`src/ldesp_pkg.sv`:
```
// shared constants for both ends of the extended serial port
package ldesp_pkg;
    // data layout
    localparam int GS_W = 12;
    localparam int CH_N = 16;
    localparam int GS_FULL = 192;
    localparam int GS_HALF = 96;
    localparam int DC_FULL = 96;
    localparam int ST_W = 17;
    // half selection counts
    localparam logic [1:0] SEL_NONE = 2'h0;
    localparam logic [1:0] SEL_LOW = 2'h1;
    localparam logic [1:0] SEL_HIGH = 2'h2;
    localparam logic [1:0] SEL_STEP = 2'h1;
    // register map, byte offsets on apb
    localparam int AW = 8;
    localparam logic [7:0] ADDR_CTRL = 8'h00;
    localparam logic [7:0] ADDR_CMD = 8'h04;
    localparam logic [7:0] ADDR_LEN = 8'h08;
    localparam logic [7:0] ADDR_STAT = 8'h0C;
    localparam logic [7:0] ADDR_TX = 8'h40;
    localparam logic [7:0] ADDR_RX = 8'h80;
    localparam int TX_WORDS = 6;
    // field positions
    localparam int CTRL_HALF_N = 0;
    localparam int CTRL_MODE_DC = 1;
    localparam int CTRL_BLANK = 2;
    localparam int CMD_SHIFT = 0;
    localparam int CMD_LATCH = 1;
    localparam int STAT_BUSY = 0;
    localparam logic [2:0] CTRL_RESET = 3'h5;
    localparam logic [7:0] LEN_RESET = 8'hC0;
    localparam logic [7:0] LEN_MAX = 8'hC0;
    // timing
    localparam int CLK_NS = 10;
    localparam int SCLK_HALF_NS = 40;
    localparam int PWM_COUNT_CLOCK_HALF_NS = 20;
    localparam int SCLK_HALF_CYC = SCLK_HALF_NS / CLK_NS;
    localparam int PWM_COUNT_CLOCK_HALF_CYC = PWM_COUNT_CLOCK_HALF_NS / CLK_NS;
    typedef enum logic [1:0] {ST_IDLE, ST_LOW, ST_HIGH} ldesp_state_e;
endpackage

```
`src/ldesp_if.sv`:
```
// pin bundle between the controller and the led driver port
interface ldesp_if;
    logic shift_clock;
    logic serial_in;
    logic serial_out;
    logic latch_strobe;
    logic outputs_off;
    logic half_access_select_n;
    logic mode_dc;
    logic pwm_count_clock;
    modport device (
        input shift_clock,
        input serial_in,
        output serial_out,
        input latch_strobe,
        input outputs_off,
        input half_access_select_n,
        input mode_dc,
        input pwm_count_clock
    );
    modport ctrl (
        output shift_clock,
        output serial_in,
        input serial_out,
        output latch_strobe,
        output outputs_off,
        output half_access_select_n,
        output mode_dc,
        output pwm_count_clock
    );
endinterface

```
`src/ldesp_ctrl.sv`:
```
// controller end: apb registers driving the serial link
module ldesp_ctrl #(
    parameter int SCLK_HALF = ldesp_pkg::SCLK_HALF_CYC,
    parameter int PWM_COUNT_CLOCK_HALF = ldesp_pkg::PWM_COUNT_CLOCK_HALF_CYC
) (
    // clock, reset, freeze
    input wire logic pclk,
    input wire logic presetn,
    input wire logic ce,
    // apb slave
    input wire logic psel,
    input wire logic penable,
    input wire logic pwrite,
    input wire logic [ldesp_pkg::AW-1:0] paddr,
    input wire logic [31:0] pwdata,
    output logic [31:0] prdata,
    output logic pready,
    output logic pslverr,
    // link pins
    ldesp_if.ctrl link
);
    import ldesp_pkg::*;

    ldesp_state_e state_q;
    logic [2:0] ctrl_q;
    logic [7:0] len_q;
    logic [7:0] bit_q;
    logic [7:0] div_q;
    logic [7:0] gdiv_q;
    logic op_latch_q;
    logic [31:0] tx_q [TX_WORDS];
    logic [31:0] rx_q [TX_WORDS];
    logic so_s1_q, so_s2_q;
    logic sclk_q, sin_q, latch_q, blank_q, half_q, mode_q, pwm_count_clock_q;
    logic wr_en, rd_en, is_tx, is_rx, half_end, go_shift, go_latch;
    logic [2:0] widx;
    logic [31:0] rdata_d;
    logic err_d;

    ////////////////////////////////////////////////////////////////////////
    assign widx = paddr[4:2];
    assign wr_en = psel && penable && pwrite;
    assign rd_en = psel && !penable;
    assign is_tx = paddr[7:5] == ADDR_TX[7:5] && widx < 3'(TX_WORDS) && paddr[1:0] == 2'h0;
    assign is_rx = paddr[7:5] == ADDR_RX[7:5] && widx < 3'(TX_WORDS) && paddr[1:0] == 2'h0;
    assign go_shift = wr_en && paddr == ADDR_CMD && pwdata[CMD_SHIFT] && len_q != 8'h00;
    assign go_latch = wr_en && paddr == ADDR_CMD && pwdata[CMD_LATCH] && !pwdata[CMD_SHIFT];
    assign half_end = div_q == 8'(SCLK_HALF - 1);

    always_comb begin
        rdata_d = 32'h0000_0000;
        err_d = 1'b0;
        if (paddr == ADDR_CTRL) begin
            rdata_d = {29'h0000_0000, ctrl_q};
        end else if (paddr == ADDR_CMD) begin
            rdata_d = 32'h0000_0000;
        end else if (paddr == ADDR_LEN) begin
            rdata_d = {24'h00_0000, len_q};
        end else if (paddr == ADDR_STAT) begin
            rdata_d[STAT_BUSY] = state_q != ST_IDLE;
        end else if (is_tx) begin
            rdata_d = tx_q[widx];
        end else if (is_rx) begin
            rdata_d = rx_q[widx];
        end else begin
            err_d = 1'b1;
        end
    end

    // read data is prepared in the setup cycle so the answer has no wait state
    always_ff @(posedge pclk or negedge presetn) begin
        if (!presetn) begin
            prdata <= 32'h0000_0000;
            pslverr <= 1'b0;
            pready <= 1'b0;
        end else if (ce) begin
            pready <= 1'b1;
            if (rd_en) begin
                prdata <= pwrite ? 32'h0000_0000 : rdata_d;
                pslverr <= err_d;
            end
        end
    end

    // blank starts high so no sink turns on before data is valid
    always_ff @(posedge pclk or negedge presetn) begin
        if (!presetn) begin
            ctrl_q <= CTRL_RESET;
            len_q <= LEN_RESET;
        end else if (ce && wr_en) begin
            if (paddr == ADDR_CTRL) begin
                ctrl_q <= pwdata[2:0];
            end
            if (paddr == ADDR_LEN) begin
                len_q <= pwdata[7:0] > LEN_MAX ? LEN_MAX : pwdata[7:0];
            end
        end
    end

    always_ff @(posedge pclk) begin
        if (ce && wr_en && is_tx) begin
            tx_q[widx] <= pwdata;
        end
    end

    // the synced echo lags two pclk, so a bit moved on the falling edge has
    // only settled at the next rising edge when SCLK_HALF is at least 3
    always_ff @(posedge pclk) begin
        if (ce && state_q == ST_LOW && half_end && !op_latch_q) begin
            rx_q[bit_q[7:5]][bit_q[4:0]] <= so_s2_q;
        end
    end

    ////////////////////////////////////////////////////////////////////////
    // serial_out is a pin from the far side
    always_ff @(posedge pclk or negedge presetn) begin
        if (!presetn) begin
            so_s1_q <= 1'b0;
            so_s2_q <= 1'b0;
        end else if (ce) begin
            so_s1_q <= link.serial_out;
            so_s2_q <= so_s1_q;
        end
    end

    // free-running pwm clock; its rate bounds the display update rate
    always_ff @(posedge pclk or negedge presetn) begin
        if (!presetn) begin
            gdiv_q <= 8'h00;
            pwm_count_clock_q <= 1'b0;
        end else if (ce) begin
            if (gdiv_q == 8'(PWM_COUNT_CLOCK_HALF - 1)) begin
                gdiv_q <= 8'h00;
                pwm_count_clock_q <= !pwm_count_clock_q;
            end else begin
                gdiv_q <= gdiv_q + 8'h01;
            end
        end
    end

    // shift clock divided from pclk, pulsed only while busy
    always_ff @(posedge pclk or negedge presetn) begin
        if (!presetn) begin
            state_q <= ST_IDLE;
            sclk_q <= 1'b0;
            sin_q <= 1'b0;
            latch_q <= 1'b0;
            blank_q <= CTRL_RESET[CTRL_BLANK];
            half_q <= CTRL_RESET[CTRL_HALF_N];
            mode_q <= CTRL_RESET[CTRL_MODE_DC];
            bit_q <= 8'h00;
            div_q <= 8'h00;
            op_latch_q <= 1'b0;
        end else if (ce) begin
            case (state_q)
                ST_IDLE: begin
                    // pins follow ctrl only while idle, so latch is low
                    blank_q <= ctrl_q[CTRL_BLANK];
                    half_q <= ctrl_q[CTRL_HALF_N];
                    mode_q <= ctrl_q[CTRL_MODE_DC];
                    div_q <= 8'h00;
                    if (go_shift) begin
                        bit_q <= len_q - 8'h01;
                        sin_q <= tx_q[3'((len_q - 8'h01) >> 5)][5'(len_q - 8'h01)];
                        op_latch_q <= 1'b0;
                        state_q <= ST_LOW;
                    end else if (go_latch) begin
                        // with blank high in extended mode each pulse steps the half choice, stopping at the high half
                        latch_q <= 1'b1;
                        op_latch_q <= 1'b1;
                        state_q <= ST_LOW;
                    end
                end
                ST_LOW: begin
                    div_q <= half_end ? 8'h00 : div_q + 8'h01;
                    if (half_end) begin
                        sclk_q <= 1'b1;
                        state_q <= ST_HIGH;
                    end
                end
                ST_HIGH: begin
                    div_q <= half_end ? 8'h00 : div_q + 8'h01;
                    if (half_end) begin
                        sclk_q <= 1'b0;
                        latch_q <= 1'b0;
                        if (op_latch_q || bit_q == 8'h00) begin
                            state_q <= ST_IDLE;
                        end else begin
                            bit_q <= bit_q - 8'h01;
                            sin_q <= tx_q[3'((bit_q - 8'h01) >> 5)][5'(bit_q - 8'h01)];
                            state_q <= ST_LOW;
                        end
                    end
                end
                default: state_q <= ST_IDLE;
            endcase
        end
    end

    assign link.shift_clock = sclk_q;
    assign link.serial_in = sin_q;
    assign link.latch_strobe = latch_q;
    assign link.outputs_off = blank_q;
    assign link.half_access_select_n = half_q;
    assign link.mode_dc = mode_q;
    assign link.pwm_count_clock = pwm_count_clock_q;
endmodule

```
`src/flat_wrapper.sv`:
```
// flat-port wrapper written by rule: the top's interface ports become plain ports
module ldesp_ctrl_flat import ldesp_pkg::*;
#(
    parameter int SCLK_HALF = ldesp_pkg::SCLK_HALF_CYC,
    parameter int PWM_COUNT_CLOCK_HALF = ldesp_pkg::PWM_COUNT_CLOCK_HALF_CYC
)
  (pclk, presetn, ce, psel, penable, pwrite, paddr, pwdata, prdata, pready, pslverr, link_shift_clock, link_serial_in, link_serial_out, link_latch_strobe, link_outputs_off, link_half_access_select_n, link_mode_dc, link_pwm_count_clock);
  ldesp_if link_i ();
  input wire logic pclk;
  input wire logic presetn;
  input wire logic ce;
  input wire logic psel;
  input wire logic penable;
  input wire logic pwrite;
  input wire logic [ldesp_pkg::AW-1:0] paddr;
  input wire logic [31:0] pwdata;
  output logic [31:0] prdata;
  output logic pready;
  output logic pslverr;
  output wire logic [$bits(link_i.shift_clock)-1:0] link_shift_clock;
  output wire logic [$bits(link_i.serial_in)-1:0] link_serial_in;
  input wire logic [$bits(link_i.serial_out)-1:0] link_serial_out;
  output wire logic [$bits(link_i.latch_strobe)-1:0] link_latch_strobe;
  output wire logic [$bits(link_i.outputs_off)-1:0] link_outputs_off;
  output wire logic [$bits(link_i.half_access_select_n)-1:0] link_half_access_select_n;
  output wire logic [$bits(link_i.mode_dc)-1:0] link_mode_dc;
  output wire logic [$bits(link_i.pwm_count_clock)-1:0] link_pwm_count_clock;
  assign link_shift_clock = link_i.shift_clock;
  assign link_serial_in = link_i.serial_in;
  assign link_i.serial_out = link_serial_out;
  assign link_latch_strobe = link_i.latch_strobe;
  assign link_outputs_off = link_i.outputs_off;
  assign link_half_access_select_n = link_i.half_access_select_n;
  assign link_mode_dc = link_i.mode_dc;
  assign link_pwm_count_clock = link_i.pwm_count_clock;
  ldesp_ctrl #(.SCLK_HALF(SCLK_HALF), .PWM_COUNT_CLOCK_HALF(PWM_COUNT_CLOCK_HALF)) u_core (.pclk(pclk), .presetn(presetn), .ce(ce), .psel(psel), .penable(penable), .pwrite(pwrite), .paddr(paddr), .pwdata(pwdata), .prdata(prdata), .pready(pready), .pslverr(pslverr), .link(link_i));
endmodule
```
`config.mk`:
```
export PLATFORM = sky130hd
export DESIGN_NAME = ldesp_ctrl_flat
export DESIGN_NICKNAME = d
export VERILOG_FILES = /design/src/ldesp_pkg.sv /design/src/ldesp_if.sv /design/src/ldesp_ctrl.sv /design/src/flat_wrapper.sv
export SDC_FILE = /design/constraint.sdc
export NUM_CORES = 1
export LEC_CHECK = 0
export ABC_AREA = 1
export ABC_CLOCK_PERIOD_IN_PS = 3700
export BUFFER_PORTS_ARGS = -buffer_cell sky130_fd_sc_hd__buf_4
export CAP_MARGIN = 40
export CORE_AREA = 3 3 236 238
export CTS_BUF_LIST = sky130_fd_sc_hd__clkbuf_8
export DETAILED_ROUTE_END_ITERATION = 12
export DIE_AREA = 0 0 239 241
export RECOVER_POWER = 25
export SYNTH_ARGS = -nofsm -noshare
export SYNTH_HDL_FRONTEND = slang
export SYNTH_SLANG_ARGS = --single-unit
```
`constraint.sdc`:
```
create_clock -name pclk -period 3.7 [get_ports pclk]
set_clock_uncertainty 0.15 [all_clocks]
set_input_delay 0.185 -clock pclk [delete_from_list [all_inputs] [get_ports pclk]]
set_output_delay 0.185 -clock pclk [all_outputs]
set_load 0.05 [all_outputs]
```
==> results.txt, run 1 <==
status - complete, but fails checks
failing checks - capacitance limit, slew limit
Layout Utilization - 51.61%
CP Class - in -> reg
number of post-CTS setup repair buffers - 0
Final #Nets - 2942
CTS Sinks - 465
hold_buf cts - 52
global-route wire length before repair - 129400 µm
Synth warnings - 0
Req. time, crit path - 3.85 ns
WHS Path Cells - 5
remaining antenna violation count - 0
Core Area - 53810 µm²
Yosys top cell by area - edfxtp_1
Die W - 239 µm
register area share after synthesis - 56.29%
die area - 57600 µm²
DRT iter0 DRCs - 2676
DR vias/cell - 5.973
cell row count - 85
final hold vios - 0
DR top layer - met5
critical path startpoint category - primary input
CTS H-tree depth - 3
slew margin rel. - -63.90%
Resized cells post-CTS - 0
final RePlAce weighted congestion - 0.9219
vias in the first global route - 21400
Worst setup EP type - flip-flop
crit path max fanout - 28
mapped cell area - 24100 µm²
Max VDD drop - 374.5 µV
height of the die - 241 µm
DR vias - 21780
top achievable clock speed - 286.0 MHz
Fillers - 5020
Final min period - 3.496 ns
R2R Setup Slk - 0.40 ns
Arr. time, crit path - 3.65 ns
top cells by area, synth - edfxtp_1 (48%), nand2_1 (11%), nand3_1 (8.3%)
R2R Path Start - u_core.div_q[0]
final WL - 86900 µm
clk slew on worst S/H paths - 0.06 ns
met2 WL - 38740 µm
GRT overflow - 0
FFs w/ async S/R, synth - 17.42%
Ports - 88
hold path endpoint - u_core.prdata[10]
hold_sp - paddr[6]
pin count of the biggest net entering global routing - 100
DP Area - 25760 µm²
worst slew pin tran - 2.458 ns
syn_area_per_cell - 8.805 µm²
Gate Count Post-Synth - 2737
synth-to-layout area growth - 15.23%
Slew Limit Fails - 71
IO Port Bufs - 87
Global Route Usage Sum - 29.87%
buffer depth of the longest clock path - 3
number of distinct library cells after synthesis - 57
DP Worst Slack - 0.4092 ns
routed len/inst - 23.83 µm
final worst slack - 0.2038 ns
CTS Buf Count - 80
CTS tree - done
hold slack - 0.1616 ns
Clk Latency, worst-skew pair - 0.71 ns
max_cap viols - 2
R2R depth - 7
Post-route DRC - 0
final setup vio count - 0
Post-synth EDFFs - 384
initial antenna violation count - 2
Initial Util - 44.78%
Root Buffer - clkbuf_8
final instance area - 27770 µm²
Yosys reg bits - 465
Detailed Place HPWL - 53410 µm
share of the synthesized area in the top cell type - 47.85%
P per Cell Area - 565.9 nW/µm²
met1 wire length - 34200 µm
worst min-delay path category - in -> reg
final period utilization - 94.49%
met3 wire length - 9360 µm
commonest register cell after synthesis - edfxtp_1
Total Power - 15.71 mW
Leak Pwr - 11.13 nW
Net Count, Synth - 2797
ratio of cells with drive above 1 in the final layout - 10.38%
DR pass1 iterations - 6
unrepaired setup endpoints after global routing - false
FF-to-FF End - u_core.rx_q[4][4]
==> cell usage after synthesis, types with 9 or more instances <==
cell type,number
nand4_1,11
a31oi_1,33
o22ai_1,94
nand2_1,698
buf_1,12
nor2_1,259
dfrtp_1,75
nand2_2,10
clkbuf_1,84
a221oi_1,21
nand3_1,398
o31ai_1,25
buf_6,16
ha_1,13
o21ai_0,117
edfxtp_1,384
inv_1,241
a21oi_1,85
buf_4,9
nor3_1,17
o211ai_1,11
inv_2,9
buf_2,41
==> flip-flops by register name, summed over array words and instances (netlist names) <==
| name | cells |
|---|---|
| u_core.link.outputs_off | 1 |
| u_core.bit_q | 8 |
| u_core.pready | 1 |
| u_core.div_q | 8 |
| u_core.op_latch_q | 1 |
| u_core.link.mode_dc | 1 |
| u_core.link.pwm_count_clock | 1 |
| u_core.state_q | 2 |
| u_core.link.latch_strobe | 1 |
| u_core.gdiv_q | 8 |
| u_core.link.shift_clock | 1 |
| u_core.pslverr | 1 |
| u_core.link.serial_in | 1 |
| u_core.tx_q | 192 |
| u_core.rx_q | 192 |
| u_core.ctrl_q | 3 |
| u_core.link.half_access_select_n | 1 |
| u_core.so_s1_q | 1 |
| u_core.so_s2_q | 1 |
| u_core.len_q | 8 |
| u_core.prdata | 32 |
==> cell type report <==
class                      instances  area (µm²)  area share, %
clock buffer                      89        1225          4.411
timing repair buffer             225        1922          6.920
inverter                         256       965.9          3.478
multi-input combinational       1854        8807          31.71
antenna                            2       5.005        0.01802
clock inverter                    60       410.4          1.478
tap                              696       870.8          3.136
sequential                       465       13570          48.85
==> kinds of logic (layout without fill, tap and decap cells) <==
logic type | Yosys count | count (layout) | synth area share, %
AO/OA/AOI/OAI | 413 | 413 | 10.23
other | 0 | 2 | 0
AND/OR/NAND/NOR | 1417 | 1417 | 25.00
buffers and inverters | 418 | 630 | 7.382
flip-flops | 465 | 465 | 56.29
XOR/XNOR | 8 | 8 | 0.2907
adder cells (fa/ha/maj) | 13 | 13 | 0.6749
multiplexers | 3 | 3 | 0.1402
==> critical path, stage by stage <==
cell	delay [ns]
dlygate4sd3_1	0.53
buf_4	0.11
nand2_1	0.04
dlygate4sd3_1	0.55
nor2_1	0.09
dlygate4sd3_1	0.59
inv_1	0.06
nor2_1	0.37
nand3_1	0.25
nor3_2	0.29
buf_4	0.57
==> report_power, final <==
part / total, mW / switching, mW / internal (mW)
Combinational: 4.88 / 3.54 / 1.34
Sequential: 6.06 / 0.205 / 5.86
Clock: 4.78 / 2.25 / 2.53
Total: 15.7 / 5.99 / 9.72
==> placed cells by master (no fill, tap or decap), types with 13 or more instances in the layout <==
| cell | n |
|---|---|
| nand2_1 | 694 |
| nand3_1 | 398 |
| edfxtp_1 | 384 |
| inv_1 | 269 |
| nor2_1 | 258 |
| buf_4 | 122 |
| o21ai_0 | 117 |
| o22ai_1 | 94 |
| clkbuf_8 | 89 |
| a21oi_1 | 85 |
| dfrtp_1 | 75 |
| dlygate4sd3_1 | 51 |
| clkbuf_1 | 34 |
| a31oi_1 | 33 |
| o31ai_1 | 25 |
| a221oi_1 | 21 |
| clkinv_1 | 17 |
| buf_12 | 15 |
| nand2_2 | 14 |
| ha_1 | 13 |
==> worst max-delay path by stage <==
stage                     slack [ns]            endpoint             from
after floorplan                -0.47   u_core.tx_q[0][0]         paddr[3]
after global placement          0.49  u_core.rx_q[4][12]  u_core.div_q[0]
after detailed placement        0.41  u_core.rx_q[3][20]  u_core.div_q[1]
after CTS                       0.26  u_core.tx_q[3][23]           pwrite
after global routing             0.1  u_core.tx_q[3][15]          penable
final                           0.20  u_core.tx_q[3][23]           pwrite
==> metal layers <==
metal	GRT usage, %	vias up
met1	39.51	10390
met3	6.502	297
met2	46.91	1386
met5	0	-
met4	14.72	2
li1	-	9709
==> through the flow <==
step / std cells / TNS (ns)
after floorplan: 2737 / -90.12
after global placement: 3439 / 0
after detailed placement: 3444 / 0
after CTS: 3645 / 0
after global routing: 3647 / 0
final: 3647 / 0
Note: power is estimated with default switching activity, not from simulation.
==> run 2, diff against run 1 <==
ABC_CLOCK_PERIOD_IN_PS = 4400   (was 3700)
HOLD_SLACK_MARGIN = 0.03   (was not set)
clock period = 4.4 ns   (was 3.7 ns; I/O delays follow)
==> results.txt, run 2 (same netlist as run 1, synthesis figures left out) <==
Clk Latency, worst-skew pair - 0.72 ns
DR vias - 21680
Final min period - 3.489 ns
Multi-input gate area - 8807 µm²
final RePlAce weighted congestion - 0.9299
CTS tree - done
IO Port Bufs - 87
Root Buffer - clkbuf_8
P per Cell Area - 472.2 nW/µm²
routed len/inst - 23.67 µm
Core Area - 53810 µm²
Leak Pwr - 11.02 nW
cell row count - 85
worst min-delay path category - in -> reg
initial antenna violation count - 6
final setup vio count - 0
critical path startpoint category - primary input
number of post-CTS setup repair buffers - 0
clk slew on worst S/H paths - 0.05 ns
final period utilization - 79.29%
Global Route Usage Sum - 29.72%
commonest non-fill, non-tap cell in the layout - nand2_1
buffer depth of the longest clock path - 3
Worst setup EP type - flip-flop
Ports - 88
top achievable clock speed - 286.7 MHz
CTS Sinks - 465
final WL - 86010 µm
crit path max fanout - 32
final hold vios - 0
most frequent cells in the layout - nand2_1 (694), nand3_1 (398), edfxtp_1 (384)
status - completed
Total Power - 13.05 mW
synth-to-layout area growth - 14.67%
Arr. time, crit path - 3.65 ns
Detailed Place HPWL - 50680 µm
Max VDD drop - 325.9 µV
Final #Nets - 2924
DR vias/cell - 5.967
CP Class - in -> reg
DR pass1 iterations - 7
pin count of the biggest net entering global routing - 108
max_cap viols - 0
Resized cells post-CTS - 0
slew margin rel. - 36.81%
height of the die - 241 µm
unrepaired setup endpoints after global routing - false
Fillers - 5016
vias in the first global route - 21050
CP most frequent cell - dlygate4sd3_1
Die W - 239 µm
hold slack - 0.08697 ns
Post-route DRC - 0
Slew Limit Fails - 0
remaining antenna violation count - 0
ratio of cells with drive above 1 in the final layout - 10.16%
worst slew pin tran - 0.9478 ns
CTS H-tree depth - 3
GRT overflow - 0
die area - 57600 µm²
Crit path max-delay family - buffers and inverters
slowest stage delay, CP - 0.60 ns
setup TNS - 0 ns
cells along the critical path - dlygate4sd3_1 > buf_4 > nand2_1 > dlygate4sd3_1 > nor2_1 > dlygate4sd3_1 > inv_1 > nor2_1 > nand3_1 > nor3_2 > buf_4
register area - 13570 µm²
CP bufs+invs - 6
Req. time, crit path - 4.56 ns
global-route wire length before repair - 128500 µm
Initial Util - 44.78%
CTS Buf Count - 84
slowest stage cell, crit path - buf_4
DRT iter0 DRCs - 2957
-- run 2: changes by cell type in the layout (fill, tap and decap cells not counted), sizes merged --
cell	delta
inv	-7
clkinvlp	+1
clkinv	+6
bufinv	-1
diode	+3
clkbuf	+6
dlygate4sd3	-2
buf	-19
dlymetal6s4s	-1
-- run 2: metal layers --
layer	track usage (%)	routed length [µm]	vias up
li1	-	-	9653
met1	39.08	33940	10370
met2	46.82	38890	1380
met3	7.039	9283	275
met4	13.98	3880	2
met5	0	11	-
-- run 2: through the flow --
step                      cells  worst slack (ns)  area, µm²  utilization, %
after floorplan            2737            0.1956      24100               -
after global placement     3412            0.9732      25330           47.08
after detailed placement   3423             1.118      25540           47.45
after CTS                  3627             1.009      27750           51.56
after global routing       3633            0.7779      27640           51.35
final                      3633            0.9115      27640           51.35
-- run 2: cell type report --
class | instances | share of cell area, %
antenna | 5 | 0.04528
clock buffer | 95 | 4.731
inverter | 256 | 3.495
multi-input combinational | 1854 | 31.87
timing repair buffer | 203 | 6.221
tap | 696 | 3.151
sequential | 465 | 49.10
clock inverter | 59 | 1.385
-- run 2: power breakdown --
group          leakage (nW)  internal (mW)  switching [mW]  total, mW
combinational          5.59           1.05            2.81       3.86
clock                 0.951           2.18            1.92       4.10
sequential             4.48           4.93           0.161       5.09
-- run 2: worst reg2reg max path: stages (launching register included) --
cell,delay [ns]
dfrtp_1,0.39
inv_2,0.06
buf_4,0.42
nand2_1,0.21
o21ai_2,0.21
nand2_4,0.32
inv_4,0.54
nand3_1,0.15
nand2_1,0.11
nand3_1,0.15
nand3_1,0.11
nand2_1,0.11
nand2_1,0.08
nand3_1,0.07
nand2_1,0.07
nand2_1,0.05
nand3_1,0.07
nand2_1,0.06
-- run 2: final timing paths --
check | startpoint | endpoint | slack [ns] | cells after the start
setup reg to reg | u_core.len_q[0] | u_core.link.serial_in | 0.97 | 17
min in group asynchronous | presetn | u_core.ctrl_q[0] | 0.97 | 3
setup / recovery | pwrite | u_core.tx_q[2][13] | 0.91 | 11
hold reg to reg | u_core.pready | u_core.pready | 0.31 | 1
hold / removal | paddr[6] | u_core.prdata[4] | 0.09 | 6
max in group asynchronous | presetn | u_core.prdata[27] | 2.51 | 4
-- run 2: repair_timing --
action / in CTS / in global routing
endpoints found under the setup margin: 0 / 0
endpoints found under the hold margin: 283 / 0
hold buffers: 50 / 0
